### src/hw/lak_pkg.sv
// Constants and types for the link auth interrupt and key verify block
//
// Functional notes
// - Enable bit 6 gates the receiver detect interrupt.
// - Detect source select 1 makes detect follow receiver lock instead.
// - Enable bit 5 lets the downstream receiver interrupt through.
// - Enable bit 4 gates the key list ready interrupt.
// - Enable bit 3 gates the key vector ready interrupt.
// - Enable bit 2 gates auth fail or auth loss interrupt.
// - Enable bit 1 gates the auth pass interrupt.
// - Global enable bit 0 gates the interrupt output; enables reset zero.
// - Status bit 6 reports receiver detect, bit 5 downstream interrupt.
// - Status bit 4 reports key list ready.
// - Status bit 3 reports key vector ready.
// - Status bit 2 reports auth fail or loss, bit 1 auth pass.
// - Status bit 0 set while any enabled source is indicating.
// - Writing verify bit 2 starts key store hash and digest compare.
// - Verify start bit clears itself when verification finishes.
// - Read-only bit 6 shows verification done.
// - Bit 7 gives verify result, valid only while done is set.
// - Rising pulse enable bit 6, reset 1, pulses on detect rise.
// - Falling pulse field bits 5-2, reset zero, pulses on detect fall.
// - Both edge enables together pulse on both edges.
// - Edge selection applies to both lock and link detect sources.
// - Downstream interrupt input is active low; 0 means pending.
// - Key vector ready flag clears when the status register is read.
package lak_pkg;
   localparam logic [7:0] ADDR_IRQ_ENABLE = 8'hc6;
   localparam logic [7:0] ADDR_IRQ_STATUS = 8'hc7;
   localparam logic [7:0] ADDR_VERIFY_CTRL = 8'hc8;
   localparam logic [7:0] ADDR_EDGE_CONFIG = 8'hcd;
   localparam logic [7:0] ADDR_BLUE_VALUE = 8'hce;
   localparam logic [7:0] RESET_IRQ_ENABLE = 8'h00;
   localparam logic [7:0] RESET_EDGE_CONFIG = 8'h40;
   localparam logic [7:0] RESET_BLUE_VALUE = 8'hff;
   localparam logic [7:0] MASK_IRQ_ENABLE = 8'h7f;
   localparam int BIT_DETECT = 6;
   localparam int BIT_DOWNSTREAM = 5;
   localparam int BIT_LIST_READY = 4;
   localparam int BIT_VECTOR_READY = 3;
   localparam int BIT_AUTH_FAIL = 2;
   localparam int BIT_AUTH_PASS = 1;
   localparam int BIT_GLOBAL = 0;
   localparam int BIT_VERIFY_PASSED = 7;
   localparam int BIT_VERIFY_DONE = 6;
   localparam int BIT_VERIFY_START = 2;
   localparam int BIT_RISING_PULSE = 6;
   localparam int FALL_LSB = 2;
   localparam int FALL_MSB = 5;
   localparam int KEY_COUNT = 8;
   localparam int KEY_WIDTH = 32;

   // Event sources from the receiver pins and the authentication engine
   typedef struct packed {
      logic receiverDetect;
      logic receiverLock;
      logic downstreamIrqN;
      logic keyListReady;
      logic keyVectorReady;
      logic authFail;
      logic authPass;
   } lak_events_type;

   // Register bus request
   typedef struct packed {
      logic [7:0] address;
      logic [7:0] writeData;
      logic writeStrobe;
      logic readStrobe;
   } lak_bus_type;
endpackage

### src/hw/lak_link_auth_irq.sv
// Interrupt, edge pulse and key store verify logic of the auth transmitter
`timescale 1ns/1ps
module lak_link_auth_irq #(
   parameter int KEY_COUNT = lak_pkg::KEY_COUNT,
   parameter int KEY_WIDTH = lak_pkg::KEY_WIDTH,
   parameter logic [KEY_WIDTH-1:0] STORED_DIGEST = '0
) (
   // Clock and reset
   input wire logic clk,
   input wire logic reset,
   // Register port
   input wire lak_pkg::lak_bus_type bus,
   output logic [7:0] readData,
   // Pins and engine events
   input wire lak_pkg::lak_events_type events,
   input wire logic detectSourceSelect,
   // Key store read port, one cycle latency
   output logic [7:0] keyIndex,
   input wire logic [KEY_WIDTH-1:0] keyWord,
   // Outputs
   output logic irqOut,
   output logic keyVectorAccepted,
   output logic [7:0] fillScreenBlueValue
);
   typedef enum {IDLE, FETCH, ACCUM, COMPARE} lak_verify_type;

   logic [7:0] irqEnable;
   logic [7:0] irqFlags;
   logic [7:0] edgeConfig;
   logic [2:0] detSync;
   logic detStable;
   logic detPrev;
   logic [2:0] dsSync;
   logic dsStable;
   logic dsPrev;
   logic [4:0] evPrev;
   lak_verify_type state;
   logic verifyStart;
   logic verifyDone;
   logic verifyPassed;
   logic [KEY_WIDTH-1:0] hashAcc;
   logic [7:0] keyCount;
   logic wrEnable;
   logic wrVerify;
   logic wrEdge;
   logic wrBlue;
   logic rdStatus;
   logic detRise;
   logic detFall;
   logic detPulse;
   logic [7:0] eventSet;
   logic [6:1] pending;
   logic next_global;
   logic [4:0] evNow;
   logic [4:0] evRise;
   logic detRaw;

   // Digest step: rotate, mix and add; shortened in place of a full digest
   // Sum term keeps every key word in play, even from a zero start
   function automatic logic [KEY_WIDTH-1:0] mixStep(
      input logic [KEY_WIDTH-1:0] acc,
      input logic [KEY_WIDTH-1:0] word
   );
      mixStep = {acc[KEY_WIDTH-6:0], acc[KEY_WIDTH-1:KEY_WIDTH-5]}
         ^ (acc + word);
   endfunction

   function automatic logic hit(input logic [7:0] address,
                                input logic [7:0] target);
      hit = (address == target);
   endfunction

   assign wrEnable = bus.writeStrobe && hit(bus.address,
      lak_pkg::ADDR_IRQ_ENABLE);
   assign wrVerify = bus.writeStrobe && hit(bus.address,
      lak_pkg::ADDR_VERIFY_CTRL);
   assign wrEdge = bus.writeStrobe && hit(bus.address,
      lak_pkg::ADDR_EDGE_CONFIG);
   assign wrBlue = bus.writeStrobe && hit(bus.address,
      lak_pkg::ADDR_BLUE_VALUE);
   assign rdStatus = bus.readStrobe && hit(bus.address,
      lak_pkg::ADDR_IRQ_STATUS);

   assign detRaw = detectSourceSelect ? events.receiverLock
      : events.receiverDetect;

   // Pin inputs: three stages, change counts when stages two and three agree
   always_ff @(posedge clk) begin
      if (reset) begin
         detSync <= 3'h0;
         dsSync <= 3'h7;
      end else begin
         detSync <= {detSync[1:0], detRaw};
         dsSync <= {dsSync[1:0], events.downstreamIrqN};
      end
   end

   always_ff @(posedge clk) begin
      if (reset) begin
         detStable <= 1'b0;
         dsStable <= 1'b1;
      end else begin
         if (detSync[1] == detSync[2]) begin
            detStable <= detSync[2];
         end
         if (dsSync[1] == dsSync[2]) begin
            dsStable <= dsSync[2];
         end
      end
   end

   always_ff @(posedge clk) begin
      if (reset) begin
         detPrev <= 1'b0;
         dsPrev <= 1'b1;
         evPrev <= 5'h00;
      end else begin
         detPrev <= detStable;
         dsPrev <= dsStable;
         evPrev <= evNow;
      end
   end

   assign detRise = detStable && !detPrev;
   assign detFall = !detStable && detPrev;
   assign detPulse = (detRise && edgeConfig[lak_pkg::BIT_RISING_PULSE])
      || (detFall && |edgeConfig[lak_pkg::FALL_MSB:lak_pkg::FALL_LSB]);

   // Engine events are same-clock logic; flags catch their rising edges
   assign evNow = {events.keyListReady, events.keyVectorReady,
      events.authFail, events.authPass, 1'b0};
   assign evRise = evNow & ~evPrev;

   always_comb begin
      eventSet = 8'h00;
      eventSet[lak_pkg::BIT_DETECT] = detPulse;
      eventSet[lak_pkg::BIT_DOWNSTREAM] = !dsStable && dsPrev;
      eventSet[lak_pkg::BIT_LIST_READY] = evRise[4];
      eventSet[lak_pkg::BIT_VECTOR_READY] = evRise[3];
      eventSet[lak_pkg::BIT_AUTH_FAIL] = evRise[2];
      eventSet[lak_pkg::BIT_AUTH_PASS] = evRise[1];
   end

   assign pending = irqFlags[6:1] & irqEnable[6:1];
   // Global status from any enabled source
   assign next_global = |pending;

   // Enable register, reserved bit kept zero
   always_ff @(posedge clk) begin
      if (reset) begin
         irqEnable <= lak_pkg::RESET_IRQ_ENABLE;
      end else if (wrEnable) begin
         irqEnable <= bus.writeData & lak_pkg::MASK_IRQ_ENABLE;
      end
   end

   // Latch on event, clear on read; a new event wins over the clear
   always_ff @(posedge clk) begin
      if (reset) begin
         irqFlags <= 8'h00;
      end else begin
         irqFlags[7] <= 1'b0;
         irqFlags[6:1] <= (rdStatus ? 6'h00 : irqFlags[6:1])
            | eventSet[6:1];
         irqFlags[0] <= 1'b0;
      end
   end

   // Global gate onto the interrupt pin
   always_ff @(posedge clk) begin
      if (reset) begin
         irqOut <= 1'b0;
      end else begin
         irqOut <= next_global && irqEnable[lak_pkg::BIT_GLOBAL];
      end
   end

   // Accept output is held low; no accept pulse is ever raised
   always_ff @(posedge clk) begin
      if (reset) begin
         keyVectorAccepted <= 1'b0;
      end else begin
         keyVectorAccepted <= wrEnable && 1'b0;
      end
   end

   // Edge config, reserved bits stay zero
   always_ff @(posedge clk) begin
      if (reset) begin
         edgeConfig <= lak_pkg::RESET_EDGE_CONFIG;
      end else if (wrEdge) begin
         edgeConfig <= {1'b0, bus.writeData[6:2], 2'b00};
      end
   end

   always_ff @(posedge clk) begin
      if (reset) begin
         fillScreenBlueValue <= lak_pkg::RESET_BLUE_VALUE;
      end else if (wrBlue) begin
         fillScreenBlueValue <= bus.writeData;
      end
   end

   // Verify sequencer; start bit drops at completion
   always_ff @(posedge clk) begin
      if (reset) begin
         state <= IDLE;
         verifyStart <= 1'b0;
         verifyDone <= 1'b0;
         verifyPassed <= 1'b0;
         hashAcc <= '0;
         keyCount <= 8'h00;
         keyIndex <= 8'h00;
      end else begin
         case (state)
            IDLE: begin
               if (wrVerify && bus.writeData[lak_pkg::BIT_VERIFY_START]) begin
                  verifyStart <= 1'b1;
                  verifyDone <= 1'b0;
                  verifyPassed <= 1'b0;
                  hashAcc <= '0;
                  keyCount <= 8'h00;
                  keyIndex <= 8'h00;
                  state <= FETCH;
               end
            end
            FETCH: begin
               state <= ACCUM;
            end
            ACCUM: begin
               hashAcc <= mixStep(hashAcc, keyWord);
               if (keyCount == 8'(KEY_COUNT - 1)) begin
                  state <= COMPARE;
               end else begin
                  keyCount <= keyCount + 8'h01;
                  keyIndex <= keyIndex + 8'h01;
                  state <= FETCH;
               end
            end
            COMPARE: begin
               verifyPassed <= (hashAcc == STORED_DIGEST);
               verifyDone <= 1'b1;
               verifyStart <= 1'b0;
               state <= IDLE;
            end
            default: begin
               state <= IDLE;
            end
         endcase
      end
   end

   // Read mux, unmapped and reserved read zero
   always_ff @(posedge clk) begin
      if (reset) begin
         readData <= 8'h00;
      end else if (bus.readStrobe) begin
         case (bus.address)
            lak_pkg::ADDR_IRQ_ENABLE: begin
               readData <= irqEnable;
            end
            lak_pkg::ADDR_IRQ_STATUS: begin
               readData <= {1'b0, irqFlags[6:1], next_global};
            end
            lak_pkg::ADDR_VERIFY_CTRL: begin
               readData <= {verifyPassed, verifyDone, 3'b000,
                  verifyStart, 2'b00};
            end
            lak_pkg::ADDR_EDGE_CONFIG: begin
               readData <= edgeConfig;
            end
            lak_pkg::ADDR_BLUE_VALUE: begin
               readData <= fillScreenBlueValue;
            end
            default: begin
               readData <= 8'h00;
            end
         endcase
      end else begin
         readData <= 8'h00;
      end
   end
endmodule

### config.mk
export PLATFORM = sky130hd
export DESIGN_NAME = lak_link_auth_irq
export DESIGN_NICKNAME = d
export VERILOG_FILES = /design/src/hw/lak_pkg.sv /design/src/hw/lak_link_auth_irq.sv
export SDC_FILE = /design/constraint.sdc
export NUM_CORES = 1
export LEC_CHECK = 0
export ABC_AREA = 1
export BUFFER_PORTS_ARGS = -buffer_cell sky130_fd_sc_hd__buf_2
export CAP_MARGIN = 20
export CELL_PAD_IN_SITES_DETAIL_PLACEMENT = 0
export CELL_PAD_IN_SITES_GLOBAL_PLACEMENT = 2
export CORE_MARGIN = 1.5
export CORE_UTILIZATION = 31
export CTS_CLUSTER_DIAMETER = 30
export DETAILED_ROUTE_END_ITERATION = 10
export GPL_TIMING_DRIVEN = 0
export PLACE_DENSITY_LB_ADDON = 0.1
export SLEW_MARGIN = 25
export SYNTH_ARGS = -nofsm -noshare
export SYNTH_HDL_FRONTEND = slang
export SYNTH_SLANG_ARGS = --single-unit
### constraint.sdc
create_clock -name clk -period 2.8 [get_ports clk]
set_clock_uncertainty 0.15 [all_clocks]
set_input_delay 0.14 -clock clk [delete_from_list [all_inputs] [get_ports clk]]
set_output_delay 0.14 -clock clk [all_outputs]
set_load 0.01 [all_outputs]
==> Word-level counts from Yosys, hierarchy flattened <==
Cells that the tools add are included.
{ "op_classes": {"eq_ne": 13, "add_sub_neg": 3, "bitwise_logic": 6, "mux": 18, "reduce_logical": 26} }
{ "op_table": {"columns": ["op", "n"], "rows": [
  ["$pmux 32 s3", 1],
  ["$eq 32x2->1 const B", 2],
  ["$logic_not 32->1", 2],
  ["$mux 32", 2],
  ["$pmux 32 s2", 1],
  ["$eq 8x8->1 const B", 5],
  ["$pmux 8 s5", 1],
  ["$add 32x32->32", 1],
  ["$eq 32x1->1 const B", 1],
  ["$pmux 8 s2", 2],
  ["$xor 32x32->32", 1],
  ["$mux 8", 3],
  ["$add 8x1->8 const B", 2],
  ["$logic_and 1x1->1", 12],
  ["$eq 8x3->1 const B", 1],
  ["$and 6x6->6", 1],
  ["$mux 6", 1],
  ["$or 6x6->6", 1],
  ["$pmux 1 s2", 3],
  ["$reduce_or 6->1", 1],
  ["$and 5x5->5", 1],
  ["$not 5->5", 1],
  ["$ne 2x2->1 const B", 2],
  ["$reduce_and 2->1", 2],
  ["10 further kinds", 16]
]} }
{ "word_totals": {"in_bits": 60, "out_inout_bits": 26, "word_cells": 87, "register_bits": 133} }

==> Logic depth before layout (Yosys ltp) <==
{ "logic_depth": {"depth_word": 5, "mapped_depth": 13, "mapped_depth_nobuf": 13} }

==> Least setup slack after synthesis <==
OpenSTA, ideal clock, no wires.
{ "synth_path": {"path_type": "flip-flop to flip-flop", "from": "register hashAcc[0]", "to": "register hashAcc[28]", "period_less_slack_ns": 1.951, "setup_ns": 0.132, "n_path_buf": 0, "t_required_ns": 2.518, "path_stages_with_launch": 14, "slack_ns": 0.849, "arrival_time_ns": 1.669, "path_cell_list": "dfxtp_1 -> ha_1 -> inv_1 -> fa_1 -> inv_1 -> nand3_1 -> nand3_1 -> nand3_1 -> nand3_1 -> nand2_1 -> nand2_1 -> nand2_1 -> nand3_1 -> a21oi_1"} }
{ "synth_via": {"elab_chain_len": 3} }
{ "synth_rtl": {"columns": ["item", "line", "rtl"], "rows": [
  ["start, declared", "lak_link_auth_irq.sv:41", "logic [KEY_WIDTH-1:0] hashAcc;"],
  ["start signal, assigned", "lak_link_auth_irq.sv:231", "hashAcc <= mixStep(hashAcc, keyWord);"],
  ["$add 32x32->32", "lak_link_auth_irq.sv:65", "^ (acc + word);"],
  ["$xor 32x32->32", "lak_link_auth_irq.sv:65", null],
  ["$pmux 32 s2", "lak_link_auth_irq.sv:215", "case (state)"]
]} }
Every way passes these cells.
A chain may end at the register's enable or synchronous reset.

==> Worst setup path in the final report <==
Same ends and word-level chain as after synthesis.

==> flow_metrics.py <==
metrics = {
    "cells_and_area": {
        "area_delta_synth_final_pct": 17.96,
        "layout.cells.non_filler": 1460,
        "num_antenna_cells": 0,
        "nNetsFinal": 1275,
        "final_layout_size_suffix_gt1_frac": 0.1131,
    },
    "drt": {
        "drt_pre_antenna_iters": 5,
        "detail_route.wl_per_cell_um": 15.02,
        "remaining_drc_errors": 0,
        "initialDrtViolationCount": 330,
        "routed_antenna_nets": 0,
        "vias": 6655,
        "viasPerCell": 4.558,
        "drt_wl_total_um": 21930,
    },
    "logic_synthesis": {
        "yosysWarnings": 0,
        "syn_area_per_cell_sq_um": 6.257,
        "synth_top_area_share": 0.3050,
        "post_synth_edffs": 0,
        "synth_sequential_area_ratio": 0.3050,
        "gate_count_after_technology_mapping": 1070,
        "synth.top_cells.by_area": "sky130_fd_sc_hd__dfxtp_1, sky130_fd_sc_hd__nand2_1, sky130_fd_sc_hd__inv_1",
        "synthDominantAreaCellType": "sky130_fd_sc_hd__dfxtp_1",
        "synthesis.area_sq_um": 6695,
        "synth_seq_cells": 102,
        "number_of_distinct_library_cells_after_synthesis": 43,
        "ys_async_sr_fraction": 0,
        "synth_flop_cell": "sky130_fd_sc_hd__dfxtp_1",
        "synth_fp_nets": 1164,
    },
    "sta": {
        "slew-limit-headroom": 0.4895,
        "setup_repair_after_global_routing_missed_its_margin": "false",
        "final-setup-viol-count": 0,
        "report.final.slew_viol_count": 0,
        "setup_total_negative_slack_ns": 0,
        "max_freq_mhz": 385.2,
        "report.final.hold_viol_count": 0,
        "timing_worst_slew_pin_value_ns": 0.7657,
        "layout_min_cycle_time_ns": 2.596,
        "finalCritPeriodShare": 0.9272,
    },
    "worst_setup_path": {
        "crit_family": "simple AND/OR/NAND/NOR gates",
        "crit_chain": "ha_1 > inv_1 > fa_1 > inv_1 > nand3_1 > nand3_1 > nand3_1 > nand3_1 > nand2_1 > nand3_1 > nand3_1 > a21oi_1",
        "worst_path_buf_inv": 2,
        "crit_path_frequent_cell": "sky130_fd_sc_hd__nand3_1",
        "slowest_stage_cell_cp": "sky130_fd_sc_hd__dfxtp_1",
        "max_fanout_on_critical_path": 5,
        "critical_path_class": "flop to flop",
        "worstPathArrival_ns": 2.73,
        "critPathCaptureType": "flop",
        "required_time_of_the_worst_setup_path_ns": 2.93,
        "cp-start-kind": "flop",
        "r2r_slack_ns": 0.20,
        "cpPeakStageDelay_ns": 0.44,
    },
    "clock_tree": {
        "cts_buffers": 9,
        "cts.sink_count": 102,
        "cts_tree": "built",
        "cts_buffer_depth": 2,
        "clock_insertion_delay_worst_skew_ns": 0.36,
        "ctsHtreeMaxLevel": 3,
        "ctsRootBufferMaster": "sky130_fd_sc_hd__clkbuf_16",
        "clk_pin_slew_worst_paths_ns": 0.08,
    },
    "flow_run": {
        "drv_cap": 0,
    },
    "die": {
        "dieWidth_um": 150.0,
        "core_region_area_sq_um": 21090,
        "floorplan_die_area_sq_um": 22490,
        "chipHeight_um": 150.0,
        "boundaryPins": 86,
        "core.rowCount": 53,
        "initial_utilization": 0.3175,
    },
    "pwr": {
        "share_comb_of_total_power": 0.092,
        "internal-power_uw": 2178,
        "seqPwrFrac": 0.495,
        "p_leak_uw": 0.003946,
        "power.ir.vdd_worst_v": 0.0002660,
        "switching_share": 0.2671,
        "power_density_nw_per_um2": 376.2,
        "netSwitchingPower_uw": 793.5,
        "clkPwrFrac": 0.413,
    },
    "global_route": {
        "global_route_usage_over_all_layers": 0.2020,
        "global_route.overflow_total": 0,
        "first_pass_grt_wire_length_um": 34670,
        "antenna_found_initial": 0,
        "largest_net_degree_at_the_start_of_global_routing": 18,
        "vias_in_the_first_global_route": 6278,
    },
    "placement": {
        "routabilityCongestion": 0.8233,
        "hpwlAfterDp_um": 17710,
        "place_inst": 1428,
        "io_buffer_count": 83,
    },
    "outcome": {
        "run_status": "complete, no violations",
    },
    "worst_hold_path": {
        "hold_class": "input pin to flop",
    },
}
==> cell type report <==
class / instances / area (sq um)
fill: 2373 / 13190
multi-input combinational: 769 / 3879
sequential: 102 / 2042
inverter: 177 / 664.4
timing repair buffer: 100 / 585.6
tap: 275 / 344.1
clock buffer: 9 / 225.2
buffer: 22 / 110.1
clock inverter: 6 / 47.55
==> kinds of logic (layout without fill, tap and decap cells) <==
kind of cell / count (synthesis) / after routing / share of synthesized area
AOI/OAI and AO/OA: 162 / 162 / 0.1289
xor gates and xnor gates: 34 / 34 / 0.04448
adders and majority gates: 34 / 34 / 0.06466
buffers and inverters: 199 / 314 / 0.1157
DFF: 102 / 102 / 0.3050
other: 1 / 1 / 0.0005601
and+or+nand+nor: 538 / 538 / 0.3407
==> worst register-to-register path: stages, from the launching register on <==
cell                      delay (ns)
sky130_fd_sc_hd__dfxtp_1        0.44
sky130_fd_sc_hd__ha_1           0.21
sky130_fd_sc_hd__inv_1          0.06
sky130_fd_sc_hd__fa_1           0.35
sky130_fd_sc_hd__inv_1          0.16
sky130_fd_sc_hd__nand3_1        0.09
sky130_fd_sc_hd__nand3_1        0.17
sky130_fd_sc_hd__nand3_1        0.10
sky130_fd_sc_hd__nand3_1        0.24
sky130_fd_sc_hd__nand2_1        0.13
sky130_fd_sc_hd__nand3_1        0.10
sky130_fd_sc_hd__nand3_1        0.15
sky130_fd_sc_hd__a21oi_1        0.18
==> metal layers <==
layer | wire length, um | track usage | up-vias
met4 | 218 | 0.03676 | 0
met2 | 9118 | 0.3048 | 92
met1 | 11940 | 0.3019 | 2939
met3 | 655 | 0.03140 | 12
li1 | - | - | 3612
met5 | 0 | 0 | -
==> cell usage after synthesis, types with 2 or more instances <==
cell type,n
sky130_fd_sc_hd__a21o_1,4
sky130_fd_sc_hd__nand3b_1,6
sky130_fd_sc_hd__nor3_1,11
sky130_fd_sc_hd__clkbuf_1,11
sky130_fd_sc_hd__inv_1,173
sky130_fd_sc_hd__o22ai_1,8
sky130_fd_sc_hd__nor2_1,83
sky130_fd_sc_hd__ha_1,33
sky130_fd_sc_hd__o211ai_1,4
sky130_fd_sc_hd__dfxtp_1,102
sky130_fd_sc_hd__nor4_1,7
sky130_fd_sc_hd__nand2_1,330
sky130_fd_sc_hd__nand3_1,68
sky130_fd_sc_hd__buf_2,7
sky130_fd_sc_hd__o21ai_0,30
sky130_fd_sc_hd__a21oi_1,106
sky130_fd_sc_hd__or2_2,12
sky130_fd_sc_hd__nand2_2,2
sky130_fd_sc_hd__a22oi_1,2
sky130_fd_sc_hd__xor2_1,33
sky130_fd_sc_hd__nand4_1,10
sky130_fd_sc_hd__buf_4,3
sky130_fd_sc_hd__o21bai_1,3
sky130_fd_sc_hd__inv_2,3
==> sequential cells by signal, summed over array words and instances (netlist names), 3 cells and up <==
| signal | cells |
|---|---|
| hashAcc | 32 |
| fillScreenBlueValue | 8 |
| keyCount | 8 |
| keyIndex | 8 |
| readData | 8 |
| irqEnable | 7 |
| irqFlags | 6 |
| edgeConfig | 5 |
| evPrev | 4 |
| detSync | 3 |
| dsSync | 3 |
==> power groups by stage <==
| stage | clock [uW] | combinational (uW) | sequential, uW |
|---|---|---|---|
| 3_3_place_gp | 0 | 257 | 1500 |
| 3_5_place_dp | 0 | 255 | 1510 |
| 2_1_floorplan | 0 | 151 | 1500 |
| 5_1_grt | 1320 | 309 | 1470 |
| 4_1_cts | 1270 | 276 | 1470 |
| 6_report | 1230 | 272 | 1470 |
==> stage by stage <==
| step | worst slack [ns] | hold WS [ns] | area (sq um) | util | total power [uW] |
|---|---|---|---|---|---|
| finish | 0.2039 | 0.02041 | 7898 | 0.3745 | 2971 |
| global route | 0.008703 | 0.02132 | 7898 | 0.3745 | 3097 |
| CTS | 0.1763 | 0.006177 | 7898 | 0.3745 | 3014 |
| detailed placement | 0.1983 | 0.1780 | 7455 | 0.3535 | 1760 |
| global placement | 0.2190 | 0.1816 | 7455 | 0.3535 | 1761 |
| floorplan | 0.8489 | 0.08439 | 6695 | - | 1652 |
==> final timing paths <==
path	startpoint	to	cells past startpoint
setup / recovery	hashAcc[0]	hashAcc[28]	12
hold / removal	bus[12]	readData[2]	4
setup reg to reg	hashAcc[0]	hashAcc[28]	12
hold reg to reg	dsSync[0]	dsSync[1]	1
==> placed cells by master, fill, tap and decap left out, types with 9 or more instances in the layout <==
| cell type | instances |
|---|---|
| sky130_fd_sc_hd__ha_1 | 33 |
| sky130_fd_sc_hd__buf_2 | 90 |
| sky130_fd_sc_hd__o21ai_0 | 30 |
| sky130_fd_sc_hd__nand3_1 | 68 |
| sky130_fd_sc_hd__inv_1 | 173 |
| sky130_fd_sc_hd__clkbuf_16 | 9 |
| sky130_fd_sc_hd__dfxtp_1 | 102 |
| sky130_fd_sc_hd__nor3_1 | 11 |
| sky130_fd_sc_hd__dlygate4sd3_1 | 17 |
| sky130_fd_sc_hd__xor2_1 | 33 |
| sky130_fd_sc_hd__nand2_1 | 330 |
| sky130_fd_sc_hd__nand4_1 | 10 |
| sky130_fd_sc_hd__nor2_1 | 83 |
| sky130_fd_sc_hd__or2_2 | 12 |
| sky130_fd_sc_hd__clkbuf_1 | 11 |
| sky130_fd_sc_hd__a21oi_1 | 106 |
==> what timing repair did <==
| item | 4_1_cts | 5_1_grt |
|---|---|---|
| hold endpoints to repair | 32 | 0 |
| hold buffers | 17 | 0 |
| gates resized for setup | 0 | 0 |
| buffers inserted | 0 | 0 |
| endpoints found under the setup margin | 0 | 0 |
(Power assumes the default switching activity.)
